[src/core/wdt_pkg.sv]
// Shared constants and types of the watchdog timer.
package wdt_pkg;

	// ----------------------------------------------------------------
	// Register map
	// ----------------------------------------------------------------
	// Register indices; the byte address on the bus is four times the index.
	localparam logic [7:0] WDT_CTRL_INDEX = 8'h2a;
	localparam logic [7:0] WDT_CFG_INDEX  = 8'h2b;
	localparam int         WDT_ADDR_W     = 8;

	// Control register layout and reset value.
	localparam int         WDT_ACT_BIT    = 7;
	localparam int         WDT_TOP_BIT    = 6;
	localparam int         WDT_COUNT_W    = 7;
	localparam logic [7:0] WDT_CTRL_RESET = 8'h7f;
	localparam logic [6:0] WDT_ROLL_FROM  = 7'h40;
	localparam logic [6:0] WDT_COUNT_ONE  = 7'h01;

	// Configuration register layout and reset value.
	localparam int         WDT_TB_LSB     = 0;
	localparam int         WDT_TB_W       = 2;
	localparam int         WDT_OIE_BIT    = 2;
	localparam logic [2:0] WDT_CFG_RESET  = 3'h0;

	// ----------------------------------------------------------------
	// Timing
	// ----------------------------------------------------------------
	localparam int WDT_CLK_MHZ        = 50;
	localparam int WDT_TICK_OSC       = 16384;
	localparam int WDT_RESET_PULSE_NS = 30000;
	// A least duration, so the cycle count rounds up.
	localparam int WDT_RESET_CYCLES   = (WDT_RESET_PULSE_NS * WDT_CLK_MHZ + 999) / 1000;
	localparam int WDT_PULSE_W        = 12;

	// Real-time timebase periods in milliseconds and in clock cycles.
	localparam int WDT_TB0_MS     = 2;
	localparam int WDT_TB1_MS     = 4;
	localparam int WDT_TB2_MS     = 10;
	localparam int WDT_TB3_MS     = 25;
	localparam int WDT_TB0_CYCLES = WDT_TB0_MS * WDT_CLK_MHZ * 1000;
	localparam int WDT_TB1_CYCLES = WDT_TB1_MS * WDT_CLK_MHZ * 1000;
	localparam int WDT_TB2_CYCLES = WDT_TB2_MS * WDT_CLK_MHZ * 1000;
	localparam int WDT_TB3_CYCLES = WDT_TB3_MS * WDT_CLK_MHZ * 1000;

	// ----------------------------------------------------------------
	// Halt handling states
	// ----------------------------------------------------------------
	typedef enum logic [1:0] {
		WDT_RUN     = 2'b00,
		WDT_ONEMORE = 2'b01,
		WDT_FROZEN  = 2'b10
	} wdt_halt_state_type;

endpackage

[src/core/wdt_prescaler.sv]
// Shared prescaler giving the watchdog step tick and the real-time timebase tick.
module wdt_prescaler #(
	parameter int TICK_CYCLES = 16384,
	parameter int TB0_CYCLES  = 100000,
	parameter int TB1_CYCLES  = 200000,
	parameter int TB2_CYCLES  = 500000,
	parameter int TB3_CYCLES  = 1250000
) (
	input  wire logic       clk,
	input  wire logic       rst_n,
	input  wire logic [1:0] tbSelect,
	output logic            wdTick,
	output logic            rtcTick
);

	localparam int WD_W  = $clog2(TICK_CYCLES);
	localparam int RTC_W = 21;

	// ----------------------------------------------------------------
	// Parameter checks
	// ----------------------------------------------------------------
	generate
		if (TICK_CYCLES < 2 || TB0_CYCLES < 2 || TB3_CYCLES >= (1 << RTC_W)) begin : gBadParam
			$error("wdt_prescaler: period parameter out of range");
		end
	endgenerate

	// ----------------------------------------------------------------
	// Counters
	// ----------------------------------------------------------------
	logic [WD_W-1:0]  wdCount_reg;
	logic [RTC_W-1:0] rtcCount_reg;
	logic [RTC_W-1:0] rtcLast;
	logic             wdWrap;
	logic             rtcWrap;

	// Timebase period picked by the select code, as the last count value.
	assign rtcLast = (tbSelect == 2'h0) ? RTC_W'(TB0_CYCLES - 1) :
	                 (tbSelect == 2'h1) ? RTC_W'(TB1_CYCLES - 1) :
	                 (tbSelect == 2'h2) ? RTC_W'(TB2_CYCLES - 1) : RTC_W'(TB3_CYCLES - 1);
	assign wdWrap  = (wdCount_reg == WD_W'(TICK_CYCLES - 1));
	assign rtcWrap = (rtcCount_reg >= rtcLast);

	// The timebase wrap also restarts the watchdog stage, since both share one chain.
	// This is why the exact timeout depends on the selected timebase.
	always_ff @(posedge clk) begin
		if (!rst_n) begin
			wdCount_reg  <= '0;
			rtcCount_reg <= '0;
			wdTick       <= 1'b0;
			rtcTick      <= 1'b0;
		end else begin
			wdCount_reg  <= (wdWrap || rtcWrap) ? '0 : wdCount_reg + WD_W'(1);
			rtcCount_reg <= rtcWrap ? '0 : rtcCount_reg + RTC_W'(1);
			wdTick       <= wdWrap;
			rtcTick      <= rtcWrap;
		end
	end

endmodule

[src/core/wdt_reset_pulse.sv]
// Reset pulse stretcher that drives the chip reset low for a fixed time.
module wdt_reset_pulse #(
	parameter int PULSE_CYCLES = 1500
) (
	input  wire logic clk,
	input  wire logic rst_n,
	input  wire logic trigger,
	output logic      resetOut_n,
	output logic      busy
);

	localparam int W = wdt_pkg::WDT_PULSE_W;

	generate
		if (PULSE_CYCLES < 1 || PULSE_CYCLES >= (1 << W)) begin : gBadParam
			$error("wdt_reset_pulse: pulse length out of range");
		end
	endgenerate

	// ----------------------------------------------------------------
	// Pulse counter
	// ----------------------------------------------------------------
	logic [W-1:0] left_reg;
	logic [W-1:0] left_next;

	// A trigger during a running pulse is absorbed; the pulse is never cut short.
	assign left_next = (left_reg != '0) ? left_reg - W'(1) :
	                   trigger          ? W'(PULSE_CYCLES) : '0;
	assign busy      = (left_reg != '0);

	always_ff @(posedge clk) begin
		if (!rst_n) begin
			left_reg   <= '0;
			resetOut_n <= 1'b1;
		end else begin
			left_reg   <= left_next;
			resetOut_n <= (left_next == '0);
		end
	end

endmodule

[src/core/wdt_core.sv]
// Watchdog timer with a Wishbone register slave, halt handling and reset pulse.
//
// Decided for this implementation: the Wishbone interface to the registers and the address map.

module wdt_core #(
	parameter int TICK_CYCLES = wdt_pkg::WDT_TICK_OSC,
	parameter int TB0_CYCLES  = wdt_pkg::WDT_TB0_CYCLES,
	parameter int TB1_CYCLES  = wdt_pkg::WDT_TB1_CYCLES,
	parameter int TB2_CYCLES  = wdt_pkg::WDT_TB2_CYCLES,
	parameter int TB3_CYCLES  = wdt_pkg::WDT_TB3_CYCLES
) (
	input  wire logic        clk,
	input  wire logic        rst_n,
	input  wire logic        wb_cyc_i,
	input  wire logic        wb_stb_i,
	input  wire logic        wb_we_i,
	input  wire logic [7:0]  wb_adr_i,
	input  wire logic [3:0]  wb_sel_i,
	input  wire logic [31:0] wb_dat_i,
	output logic      [31:0] wb_dat_o,
	output logic             wb_ack_o,
	input  wire logic        haltExec,
	input  wire logic        wakeEvent,
	input  wire logic        hwWatchdogOpt,
	input  wire logic        haltResetOpt,
	output logic             resetOut_n,
	output logic             resetBusy,
	output logic             rtcTick
);

	localparam int CW = wdt_pkg::WDT_COUNT_W;

	// ----------------------------------------------------------------
	// Parameter checks
	// ----------------------------------------------------------------
	generate
		if (wdt_pkg::WDT_ADDR_W != 8) begin : gBadAddr
			$error("wdt_core: address width must be 8");
		end
	endgenerate

	// ----------------------------------------------------------------
	// State
	// ----------------------------------------------------------------
	logic [CW-1:0]                 count_reg;
	logic [CW-1:0]                 count_next;
	logic                          active_reg;
	logic                          active_next;
	logic [1:0]                    tbSel_reg;
	logic                          oscIntEn_reg;
	logic                          hwOpt_reg;
	logic                          haltOpt_reg;
	logic                          optLoaded_reg;
	logic                          ack_reg;
	logic [31:0]                   rdata_reg;
	wdt_pkg::wdt_halt_state_type   halt_reg;
	wdt_pkg::wdt_halt_state_type   halt_next;

	// ----------------------------------------------------------------
	// Bus decode
	// ----------------------------------------------------------------
	wire        busReq   = wb_cyc_i & wb_stb_i & ~ack_reg;
	wire [5:0]  regIndex = wb_adr_i[7:2];
	wire        ctrlHit  = (regIndex == wdt_pkg::WDT_CTRL_INDEX[5:0]);
	wire        cfgHit   = (regIndex == wdt_pkg::WDT_CFG_INDEX[5:0]);
	wire        ctrlWrite = busReq & wb_we_i & wb_sel_i[0] & ctrlHit;
	wire        cfgWrite  = busReq & wb_we_i & wb_sel_i[0] & cfgHit;
	wire        wrAct     = wb_dat_i[wdt_pkg::WDT_ACT_BIT];
	wire        wrTop     = wb_dat_i[wdt_pkg::WDT_TOP_BIT];
	wire [31:0] ctrlView  = {24'h000000, active_reg, count_reg};
	wire [31:0] cfgView   = {29'h00000000, oscIntEn_reg, tbSel_reg};

	// Every register is one byte wide and lives in the low lane of its word.
	// The two low address bits are ignored, so a master may use any byte address
	// inside a word and still reach the register.
	// A byte select of zero on lane 0 turns a write into a plain acknowledge.
	// The acknowledge itself blocks a second take while it stands.
	// Unmapped addresses are acknowledged and read as zero, so no bus cycle hangs.
	wire [31:0] rdataNext = ctrlHit ? ctrlView : cfgHit ? cfgView : 32'h00000000;

	// ----------------------------------------------------------------
	// Prescaler and reset pulse
	// ----------------------------------------------------------------
	logic wdTick;
	logic resetTrig;

	// The prescaler is never restarted by a control register write. Software therefore
	// cannot know where in the current step it lands, and the timeout of a
	// freshly loaded count varies by up to one step.
	// That spread is the price of sharing one chain with the timebase.
	// Shared timebase prescaler.
	wdt_prescaler #(
		.TICK_CYCLES (TICK_CYCLES),
		.TB0_CYCLES  (TB0_CYCLES),
		.TB1_CYCLES  (TB1_CYCLES),
		.TB2_CYCLES  (TB2_CYCLES),
		.TB3_CYCLES  (TB3_CYCLES)
	) uPrescaler (
		.clk      (clk),
		.rst_n    (rst_n),
		.tbSelect (tbSel_reg),
		.wdTick   (wdTick),
		.rtcTick  (rtcTick)
	);

	// The stretcher absorbs new triggers while a pulse runs, so several causes
	// in a row still give a single clean pulse on the reset pin.
	// Fixed-length reset pulse.
	wdt_reset_pulse #(
		.PULSE_CYCLES (wdt_pkg::WDT_RESET_CYCLES)
	) uResetPulse (
		.clk        (clk),
		.rst_n      (rst_n),
		.trigger    (resetTrig),
		.resetOut_n (resetOut_n),
		.busy       (resetBusy)
	);

	// ----------------------------------------------------------------
	// Watchdog logic
	// ----------------------------------------------------------------
	// A step is one decrement of the seven-bit count.
	// The count keeps moving while the watchdog is inactive, so a later activation
	// sees a live value and not a frozen one.
	// The top count bit doubles as the armed flag: while it is set no rollover
	// can happen, and its fall from 40h is what fires the reset.
	// A write that lands in the same cycle as a step wins, and the step is lost.
	// That costs at most one step of timeout, which software cannot see anyway.
	// Hardware mode forces activity.
	wire effActive = active_reg | hwOpt_reg;
	// Steps continue regardless of activation; only halt freezes them.
	wire stepEn    = wdTick & (halt_reg != wdt_pkg::WDT_FROZEN);

	// Timeout set by the loaded steps.
	// A write loads the count and may set the activation bit; the prescaler phase stays untouched.
	assign count_next  = ctrlWrite ? wb_dat_i[CW-1:0] :
	                     stepEn    ? count_reg - wdt_pkg::WDT_COUNT_ONE : count_reg;
	assign active_next = active_reg | (ctrlWrite & wrAct);

	wire rollReset = effActive & stepEn & ~ctrlWrite & (count_reg == wdt_pkg::WDT_ROLL_FROM);
	// Software reset by clearing the top bit.
	wire swReset   = ctrlWrite & (active_next | hwOpt_reg) & ~wrTop;
	wire haltReset = haltExec & effActive & ~oscIntEn_reg & haltOpt_reg;
	assign resetTrig = rollReset | swReset | haltReset;

	// Halt handling keeps its own small state, apart from the count.
	// RUN lets steps through, ONEMORE lets exactly one more step through and
	// FROZEN blocks them until a wake event arrives.
	// The delay that a real part spends before it restarts after a wake is not
	// modelled; counting resumes in the next cycle.
	// Halt without reset: one more step then freeze, or freeze at once in active-halt.
	always_comb begin
		halt_next = halt_reg;
		unique case (halt_reg)
			wdt_pkg::WDT_RUN: begin
				if (haltExec && !haltReset) begin
					halt_next = oscIntEn_reg ? wdt_pkg::WDT_FROZEN : wdt_pkg::WDT_ONEMORE;
				end
			end
			wdt_pkg::WDT_ONEMORE: begin
				if (stepEn) begin
					halt_next = wdt_pkg::WDT_FROZEN;
				end
			end
			wdt_pkg::WDT_FROZEN: begin
				halt_next = wdt_pkg::WDT_FROZEN;
			end
			default: begin
				halt_next = wdt_pkg::WDT_RUN;
			end
		endcase
		if (wakeEvent) begin
			halt_next = wdt_pkg::WDT_RUN;
		end
	end

	always_ff @(posedge clk) begin
		if (!rst_n) begin
			count_reg  <= wdt_pkg::WDT_CTRL_RESET[CW-1:0];
			active_reg <= wdt_pkg::WDT_CTRL_RESET[wdt_pkg::WDT_ACT_BIT];
			halt_reg   <= wdt_pkg::WDT_RUN;
		end else begin
			count_reg  <= count_next;
			active_reg <= active_next;
			halt_reg   <= halt_next;
		end
	end

	// Configuration register for the timebase select and oscillator interrupt enable.
	always_ff @(posedge clk) begin
		if (!rst_n) begin
			tbSel_reg    <= wdt_pkg::WDT_CFG_RESET[1:0];
			oscIntEn_reg <= wdt_pkg::WDT_CFG_RESET[wdt_pkg::WDT_OIE_BIT];
		end else if (cfgWrite) begin
			tbSel_reg    <= wb_dat_i[wdt_pkg::WDT_TB_LSB +: wdt_pkg::WDT_TB_W];
			oscIntEn_reg <= wb_dat_i[wdt_pkg::WDT_OIE_BIT];
		end
	end

	// The straps stand for option-byte bits, which cannot change while running.
	// Catching them once keeps a glitch on the pins from flipping the mode later.
	// Option straps caught once after release.
	// Catching them late costs one cycle of hardware mode but keeps reset values constant.
	always_ff @(posedge clk) begin
		if (!rst_n) begin
			hwOpt_reg     <= 1'b0;
			haltOpt_reg   <= 1'b0;
			optLoaded_reg <= 1'b0;
		end else if (!optLoaded_reg) begin
			hwOpt_reg     <= hwWatchdogOpt;
			haltOpt_reg   <= haltResetOpt;
			optLoaded_reg <= 1'b1;
		end
	end

	// Read data come from a register, so they are stable for the whole ack cycle.
	// The value returned is the count as it stood in the cycle of the request.
	// Read data captured with the request.
	always_ff @(posedge clk) begin
		if (!rst_n) begin
			ack_reg   <= 1'b0;
			rdata_reg <= 32'h00000000;
		end else begin
			ack_reg   <= busReq;
			rdata_reg <= busReq ? rdataNext : rdata_reg;
		end
	end

	assign wb_ack_o = ack_reg;
	assign wb_dat_o = rdata_reg;

	// ----------------------------------------------------------------
	// Assertions
	// ----------------------------------------------------------------
	logic [wdt_pkg::WDT_PULSE_W-1:0] lowRun_reg;

	// Length of the current low phase of the reset output, read only by a check.
	always_ff @(posedge clk) begin
		if (!rst_n) begin
			lowRun_reg <= '0;
		end else begin
			lowRun_reg <= resetOut_n ? '0 : lowRun_reg + wdt_pkg::WDT_PULSE_W'(1);
		end
	end
endmodule

[config.mk]
export PLATFORM = sky130hd
export DESIGN_NAME = wdt_core
export DESIGN_NICKNAME = d
export VERILOG_FILES = /design/src/core/wdt_pkg.sv /design/src/core/wdt_prescaler.sv /design/src/core/wdt_reset_pulse.sv /design/src/core/wdt_core.sv
export SDC_FILE = /design/constraint.sdc
export NUM_CORES = 1
export LEC_CHECK = 0
export ABC_AREA = 1
export BUFFER_PORTS_ARGS = -buffer_cell sky130_fd_sc_hd__buf_4
export CORE_UTILIZATION = 55
export CTS_CLUSTER_SIZE = 20
export DETAILED_ROUTE_END_ITERATION = 16
export PLACE_DENSITY_LB_ADDON = 0.05
export SYNTH_ARGS = -nofsm -noshare
export SYNTH_HDL_FRONTEND = slang
export SYNTH_SLANG_ARGS = --single-unit
[constraint.sdc]
create_clock -name clk -period 2.79 [get_ports clk]
set_input_delay 0.279 -clock clk [delete_from_list [all_inputs] [get_ports clk]]
set_output_delay 0.279 -clock clk [all_outputs]
set_load 0.02 [all_outputs]
After elaboration in Yosys (flattened, before gate mapping):

Index checks and enable logic that the tools add are counted.

* flip-flop bits (word level): 99
* input port bits: 53
* output and inout bits: 36

* multiplexer cells: 14
* bitwise gates (word level): 26
* add/sub/neg operators: 4
* reductions and logical operators: 12
* $lt $le $gt $ge: 1
* equal/unequal tests: 11

Operators by type and width (count)
* 21-bit 2-to-1 mux: 3
* 21-bit by 1-bit adder with 21-bit output, second input constant: 1
* 21-bit >= comparator: 1
* 1-bit AND: 16
* 14-bit by 1-bit adder with 14-bit output, second input constant: 1
* 14-bit equality test, second input constant: 1
* 7-bit 2-to-1 mux: 2
* 6-bit equality test, second input constant: 2
* 12-bit zero test: 1
* 12-bit 2-to-1 mux: 1
* 12-bit nonzero test: 1
* 12-bit by 1-bit subtractor with 12-bit output, second input constant: 1
* 11-bit 2-to-1 mux: 1
* 8-bit 2-to-1 mux: 1
* 7-bit equality test, second input constant: 1
* 7-bit by 1-bit subtractor with 7-bit output, second input constant: 1
* 2-bit 2-to-1 mux: 3
* 2-bit inequality test, second input constant: 3
* 2-bit one-hot mux with 3 select lines: 1
* 2-bit OR reduction: 3
* 1-bit NOT: 5
* 1-bit OR: 5
* 2-bit by 1-bit equality test with 1-bit output, second input constant: 2
* 2-bit equality test, second input constant: 2
* other kinds (8): 9

Longest topological paths before layout:

Gate-level depths: netlist (run 1).

* word-level depth: 15
* mapped depth: 16
* gate-level depth less buffers: 15

Cells and area by module:

From an unflattened synthesis (run 1), not the netlist that was laid out.

* cell total of the unflattened synthesis: 634
* area, all modules: 4635.7 um^2

Modules (own cells, without submodules)
* wdt_prescaler: area an instance 2224.6 um^2, times used 1, sequential area each 740.7 um^2, cells each 268
* wdt_core: area an instance 1610.3 um^2, times used 1, sequential area each 500.5 um^2, cells each 240
* wdt_reset_pulse: area an instance 800.8 um^2, times used 1, sequential area each 260.2 um^2, cells each 126

Worst setup path before layout (run 1):

OpenSTA, ideal clock, no wires.

* path kind: reg-to-reg
* start: register tbSel_reg[0]
* end: register uPrescaler.wdCount_reg[6]
* required time: 2.728 ns
* stages on the path, launching flop included: 17
* period minus slack after synthesis: 2.107 ns
* library setup time: 0.062 ns
* slack: 0.683 ns
* buffers on the path: 1
* data arrival time: 2.045 ns
* path through: dfxtp_1 > inv_1 > ha_1 > inv_1 > ha_1 > nand2_1 > inv_1 > nand2_1 > nand2_1 > nand2_1 > nand2_1 > nand2_2 > nand4_4 > nor2_4 > nand2_4 > buf_6 > nor2_2

* word-level cells in the longest chain between the ends: 7
* elaborated cells between the ends (all ways): 9

Ends and longest elaborated chain
* start: declaration: line wdt_core.sv:49 `logic [1:0] tbSel_reg;`
* start signal: assignment: line wdt_core.sv:192 `tbSel_reg <= wdt_pkg::WDT_CFG_RESET[1:0];`
* start signal: assignment: line wdt_core.sv:195 `tbSel_reg <= wb_dat_i[wdt_pkg::WDT_TB_LSB +: wdt_pkg::WDT_TB_W];`
* 2-bit equality test: line wdt_prescaler.sv:40 `(tbSelect == 2'h2) ? RTC_W'(TB2_CYCLES - 1) : RTC_W'(TB3_CYCLES - 1);`
* 21-bit 2-to-1 mux: line wdt_prescaler.sv:40
* 21-bit 2-to-1 mux: line wdt_prescaler.sv:39 `(tbSelect == 2'h1) ? RTC_W'(TB1_CYCLES - 1) :`
* 21-bit 2-to-1 mux (*): line wdt_prescaler.sv:38 `assign rtcLast = (tbSelect == 2'h0) ? RTC_W'(TB0_CYCLES - 1) :`
* 21-bit >= comparator (*): line wdt_prescaler.sv:42 `assign rtcWrap = (rtcCount_reg >= rtcLast);`
* 1-bit logical OR (*): line wdt_prescaler.sv:53 `wdCount_reg <= (wdWrap || rtcWrap) ? '0 : wdCount_reg + WD_W'(1);`
* 2-bit OR reduction (no source line) (*)
* end signal: assignment: line wdt_prescaler.sv:53
* end: declaration: line wdt_prescaler.sv:31 `logic [WD_W-1:0] wdCount_reg;`

Every way passes the cells marked *; elsewhere a longest branch is shown, timed or not.
A chain may end at the register's enable or synchronous reset.

Worst setup path after layout (run 1):

* start: register tbSel_reg[0]
* end: register uPrescaler.wdCount_reg[2]

Same word-level chain as after synthesis.

==> results.ini, run 1 <==
[synth]
synth_compound_area_share_pct=7.77
synth_cell_types=39
synth_area_um2=4220
synth_flop_cell=dfxtp_1
synth-simple-area-share_pct=30.5
synthMuxAreaShare_pct=0
synthCells=564
ys_seq_area_share_pct=35.6
yosys_register_bits=75
synth_adder_area_share_pct=7.71
synth_edf_count=0
yosys_warnings=0
synth_top_family_by_area=simple AND/OR/NAND/NOR gates
synthArstFlopShare_pct=0
avgSynthCellArea_um2=7.48
synth_xor_area_share_pct=7.89

[setup_path]
reg2reg_slack_ns=0.51
crit_arrival_ns=2.57
crit_required_ns=3.08
rr_worst_depth=15
crit_fanout=14
timing.rr.start=tbSel_reg[0]$_SDFFE_PN0P_
crit_type=reg -> reg
timing.rr.end=uPrescaler.wdCount_reg[2]$_SDFF_PP0_
cp-start-kind=flop
cp-end-kind=flop

[sta]
hold_viol=0
finClkSkew_ns=0.00874
maxSlewViolCount=0
finalHoldWorstSlack_ns=0.142
finalSetupTns_ns=0
fmax_mhz=439
fin_ws_ns=0.511
period_needed_ns=2.28
rsz0062_at_grt=false
fin_crit_sh_pct=81.7
setup_viol=0

[grt]
grt_pass1_vias=3111
grt_first_pass_wirelength_um=13600
grt_use_total_pct=22.2
grt_max_degree=27
overflow=0
antenna_found_initial=0

[cells_and_area]
register_area_um2=1500
fillCellCount=661
layout-drive-gt1-share_pct=12.8
largest_reg_flops=21
multiInputGateArea_um2=2360
fin_nets=683
final_cell_mix=nand2_1 (111), dfxtp_1 (75), nor2_1 (69), inv_1 (55), buf_4 (38)
postLayoutCellArea_um2=4680
area_growth_syn_to_layout_pct=11.0
mostFrequentLayoutCell=nand2_1
n_antenna_cell=0

[place]
dp_hpwl_um=6280
place_ws_ns=0.493
place_congestion=0.825
placed_cell_area_um2=4500
port_buffers=35

[power_and_ir_drop]
peakVddDrop_mv=0.329
finalPower_mw=2.79
power.density_nw_per_um2=596
leakage_nw=2.16

[route]
wl_um=8350
initialDrtViolationCount=137
avgRoutedWirePerCell_um=11.8
avgViaCountPerCell=5.07
first_pass_iters=5
vias=3587
ant_nets=0
drc=0

[clock_tree]
cts.clk_slew.worst_paths_ns=0.08
post_cts_buffers=0
clock_path_buffers=2
clock-sinks=75
tritoncts=done
root_buffer=clkbuf_8
htreeDepth=3
cts_buffers=9
clock_latency_ns=0.35
hold_buffers=0
cts_resized=0

[status]
status=complete, no violations

[floorplan]
die_w_um=89.6
core_area_um2=7330
ios=89
start_util_pct=57.6
row_count=31
die_y_um=89.6
dieArea_um2=8030

[run]
drv_cap=0

[hold_path]
hold_start=wb_dat_i[3]
hold_depth=3
hold_end=count_reg[3]$_SDFFE_PN1P_
min_path_type=in -> reg

cell type report:
| class | instances | share of cell area, % |
|---|---|---|
| multi-input combinational | 421 | 50.5 |
| sequential | 75 | 32.1 |
| timing repair buffer | 38 | 6.09 |
| inverter | 59 | 4.73 |
| clock buffer | 12 | 2.89 |
| tap | 99 | 2.65 |
| clock inverter | 4 | 1.10 |
metal layers:
layer / wire length (um) / GRT usage (%)
met5: 0 / 0
met4: 112 / 8.66
met3: 254 / 4.39
met1: 4040 / 28.2
met2: 3950 / 37.1
synth_stat cells, drive strengths merged (5+ instances only):
cell type | instances | share of area, %
a21oi | 26 | 3.1
dfxtp | 75 | 36
nand4 | 18 | 3.2
nand3 | 26 | 3.3
clkbuf | 6 | 0.53
xnor2 | 12 | 2.5
ha | 26 | 7.7
o2111ai | 5 | 1.0
nor2 | 83 | 8.3
buf | 26 | 4.7
xor2 | 26 | 5.4
nand2 | 115 | 11
o21ai | 18 | 2.1
nor3b | 5 | 1.0
inv | 57 | 5.1
nor3 | 22 | 2.6
how the worst max path moves through the flow:
stage / to / start / cells after the start / slack (ns)
floorplan: uPrescaler.wdCount_reg[6]$_SDFF_PP0_ / tbSel_reg[0]$_SDFFE_PN0P_ / 16 / 0.68
global placement: uPrescaler.wdCount_reg[0]$_SDFF_PP0_ / tbSel_reg[0]$_SDFFE_PN0P_ / 15 / 0.55
detailed placement: uPrescaler.wdCount_reg[2]$_SDFF_PP0_ / tbSel_reg[0]$_SDFFE_PN0P_ / 15 / 0.49
CTS: uPrescaler.wdCount_reg[2]$_SDFF_PP0_ / tbSel_reg[0]$_SDFFE_PN0P_ / 15 / 0.48
global route: uPrescaler.wdCount_reg[3]$_SDFF_PP0_ / tbSel_reg[0]$_SDFFE_PN0P_ / 15 / 0.30
finish: uPrescaler.wdCount_reg[2]$_SDFF_PP0_ / tbSel_reg[0]$_SDFFE_PN0P_ / 15 / 0.51
cells by family (layout without fill, tap and decap cells):
group | Yosys count | in the layout
buffers and inverters | 91 | 113
xor gates and xnor gates | 38 | 38
DFF | 75 | 75
and+or+nand+nor | 276 | 276
other | 1 | 24
AOI/OAI and AO/OA | 57 | 57
adders and majority gates | 26 | 26
worst max-delay path: stages, from the launching register on:
cell,delay (ns)
dfxtp_1,0.39
inv_1,0.11
ha_1,0.35
inv_1,0.06
ha_1,0.31
nand2_1,0.09
inv_1,0.04
nand2_1,0.06
nand2_1,0.05
nand2_1,0.06
nand2_1,0.06
nand2_2,0.07
nand4_4,0.10
nor2_4,0.17
nand2_4,0.17
nor2_1,0.12
power by group:
group	total, mW	switching, mW	internal, mW
registers	1.22	0.0646	1.15
clock network	0.816	0.401	0.415
logic	0.759	0.481	0.278
total	2.79	0.947	1.85
stage by stage:
| stage | cells | utilization (%) |
|---|---|---|
| 6_report | 708 | 63.9 |
| 3_3_place_gp | 692 | 61.3 |
| 3_5_place_dp | 692 | 61.3 |
| 4_1_cts | 708 | 63.9 |
| 5_1_grt | 708 | 63.9 |
| 2_1_floorplan | 587 | - |
No activity file was read; power rests on OpenSTA's default activity.
==> run 2, diff against run 1 <==
--- a/config.mk
+++ b/config.mk
@@ -5,7 +5,7 @@
 export SDC_FILE = /design/constraint.sdc
 export NUM_CORES = 1
 export LEC_CHECK = 0
-export ABC_AREA = 1
+export ABC_AREA = 0
 export BUFFER_PORTS_ARGS = -buffer_cell sky130_fd_sc_hd__buf_4
 export CORE_UTILIZATION = 55
 export CTS_CLUSTER_SIZE = 20
==> constraint.sdc (replaced) <==
create_clock -name clk -period 2.2 [get_ports clk]
set_input_delay 0.22 -clock clk [delete_from_list [all_inputs] [get_ports clk]]
set_output_delay 0.22 -clock clk [all_outputs]
set_load 0.02 [all_outputs]
==> run 2 against run 1 <==
Compared with the run above: the flow now finishes with violations (setup timing); cell area rose by 18%; synthesized area is 2.2% lower; power increased by 58%; core utilization grew 12 points; sequential share of layout area down 4.6 points; via count rose by 2.1%; maximum frequency is 5.2% lower; critical path depth shrank 4; sequential power up 30%; count of clock-buffer cells in the layout unchanged; worst hold slack got worse by 0.058 ns; worst setup slack got worse by 0.71 ns; highest routed layer unchanged.
==> results.ini, run 2 <==
[status]
status=finished, violations left
violations=setup timing

[power_and_ir_drop]
power_switching_mw=1.41
comb_power_share_pct=35.0
switching_share_pct=32.0
internal_power_mw=3.00
power_frac_seq_pct=35.8
power.density_nw_per_um2=802
leakage_nw=2.30
peakVddDrop_mv=0.506
clkPwrFrac_pct=29.2

[sta]
fin_crit_sh_pct=109
fmax_mhz=416
maxSlewHeadroom_pct=54.9
setup_viol=36
period_needed_ns=2.40
maxSlewViolCount=0
fin_ws_ns=-0.203
rsz0062_at_grt=true
worstMarginPinSlew_ns=0.676
hold_viol=0
finClkSkew_ns=0.0108

[clock_tree]
clock_path_buffers=2
root_buffer=clkbuf_8
clock_latency_ns=0.36
clock-sinks=75
cts_buffers=9
htreeDepth=3
tritoncts=done
cts.clk_slew.worst_paths_ns=0.08
hold_buffers=0

[synth]
yosys_register_bits=75
synthMostInstantiatedCell=dfxtp_1
synth_commonest_cells=dfxtp_1 (75), nor3_1 (45), nor2_1 (39), nand2_1 (35), ha_1 (26)
yosysTopAreaCellShare_pct=36.4
avgSynthCellArea_um2=8.58
synthCells=481
synth_flop_cell=dfxtp_1
netlist_top_cells_area=dfxtp_1 (36%), ha_1 (7.9%), nor3_1 (5.5%)
yosys_warnings=0
synth_edf_count=0
synth_area_um2=4130
synthArstFlopShare_pct=0
synth_cell_types=55
synth_top_area_cell=dfxtp_1
ys_seq_area_share_pct=36.4

[place]
place_inst=621
dp_hpwl_um=6080
port_buffers=35
placed_cell_area_um2=4570
place_congestion=0.856

[grt]
antenna_found_initial=0
grt_first_pass_wirelength_um=16300
grt_pass1_vias=3459
grt_use_total_pct=27.3
grt_max_degree=21
overflow=0

[route]
first_pass_iters=5
avgRoutedWirePerCell_um=16.1
vias=3661
ant_nets=0
initialDrtViolationCount=166
avgViaCountPerCell=5.57
wl_um=10600
drc=0

[cells_and_area]
final_cell_mix=dfxtp_1 (72), buf_4 (68), nor2_1 (37), nand2_1 (35), nor3_2 (32)
postLayoutCellArea_um2=5500
area_growth_syn_to_layout_pct=33.4
mostFrequentLayoutCell=dfxtp_1
final_cells=657
n_antenna_cell=0
largest_reg_flops=21
fin_nets=632
layout-drive-gt1-share_pct=31.0

[hold_path]
min_path_type=in -> reg

[setup_path]
crit_type=reg -> reg
crit_arrival_ns=2.69
crit_fanout=8
cp-start-kind=flop
cp-end-kind=flop
crit_required_ns=2.49

[floorplan]
row_count=31
start_util_pct=56.9
die_y_um=88.6
core_area_um2=7250
dieArea_um2=7850
ios=89
die_w_um=88.6

[run]
drv_cap=0

==> run 2: changes by cell type after synthesis, sizes merged, moves of 7 or more <==
cell    previous run  this run
inv               57        24
nand3             26        15
nand2            115        35
nor2              83        39
clkbuf             6        16
xnor2             12        20
nand4             18        11
a21oi             26        14
xor2              26        17
o21ai             18         6
or3                0         7
nor3              22        46
mux2i              0        14
a21o               1         8
==> run 2: cell families after synthesis <==
group                      count (synthesis)  share of synthesized area, %
buffers and inverters                     69                          8.64
adders and majority gates                 26                          7.88
AOI/OAI and AO/OA                         57                          9.89
and+or+nand+nor                          201                          25.6
DFF                                       75                          36.4
other                                      1                        0.0909
muxes                                     15                          3.67
xor gates and xnor gates                  37                          7.85
==> run 2: power by group through the flow <==
stage,registers (mW),clock network [mW],logic [mW]
after floorplan,1.60,0,0.892
after global placement,1.59,0,1.21
after detailed placement,1.60,0,1.22
after CTS,1.57,1.30,1.36
after global routing,1.59,1.37,1.66
final,1.58,1.29,1.55
==> run 2: worst paths after layout <==
path                                 startpoint                                   end  slack, ns  cells past startpoint
max                   tbSel_reg[0]$_SDFFE_PN0P_  uPrescaler.wdCount_reg[8]$_SDFF_PP0_      -0.20                     11
min                                 wb_dat_i[3]             count_reg[3]$_SDFFE_PN1P_       0.08                      3
max reg2reg           tbSel_reg[0]$_SDFFE_PN0P_  uPrescaler.wdCount_reg[8]$_SDFF_PP0_      -0.20                     11
min reg2reg  uResetPulse.left_reg[0]$_SDFF_PN0_    uResetPulse.left_reg[0]$_SDFF_PN0_       0.44                      1
==> run 2: layer usage <==
layer | share of wire, % | track usage (%) | up-vias
met1 | 42 | 32.8 | 1741
li1 | - | - | 1776
met3 | 4.4 | 5.50 | 31
met4 | 3.2 | 13.5 | 0
met2 | 50 | 46.7 | 113
met5 | 0 | 0 | -
==> run 2: layout make-up <==
class	instances	area, um2
multi-input combinational	361	2800
sequential	75	1510
timing repair buffer	82	743
clock buffer	12	135
tap	99	124
clock inverter	4	98.8
fill	503	1750
inverter	24	92.6
==> run 2: metrics by stage <==
step | hold slack, ns | setup WS (ns) | setup TNS, ns | utilization (%) | power [mW]
3_3_place_gp | 0.432 | -0.187 | -5.69 | 63.0 | 2.80
3_5_place_dp | 0.445 | -0.259 | -6.55 | 63.0 | 2.82
6_report | 0.0838 | -0.203 | -5.82 | 75.9 | 4.41
4_1_cts | 0.0731 | -0.130 | -3.57 | 72.3 | 4.23
2_1_floorplan | 0.248 | 0.0407 | 0 | - | 2.49
5_1_grt | 0.0807 | -0.292 | -8.93 | 75.9 | 4.62
==> run 2: worst max-delay path, stage by stage, from the launching register on <==
cell       delay [ns]
dfxtp_4          0.38
buf_12           0.13
ha_4             0.16
nor2_4           0.10
ha_4             0.21
a21o_1           0.15
a21o_1           0.22
a2111oi_4        0.35
buf_4            0.20
a211oi_4         0.08
buf_6            0.20
nor3_2           0.17
==> run 2: repair_timing <==
action / in CTS / in global routing
setup endpoints to repair: 37 / 39
pin swaps: 29 / 23
resized for setup: 66 / 31
buffers inserted: 8 / 5
cloned: 6 / 2
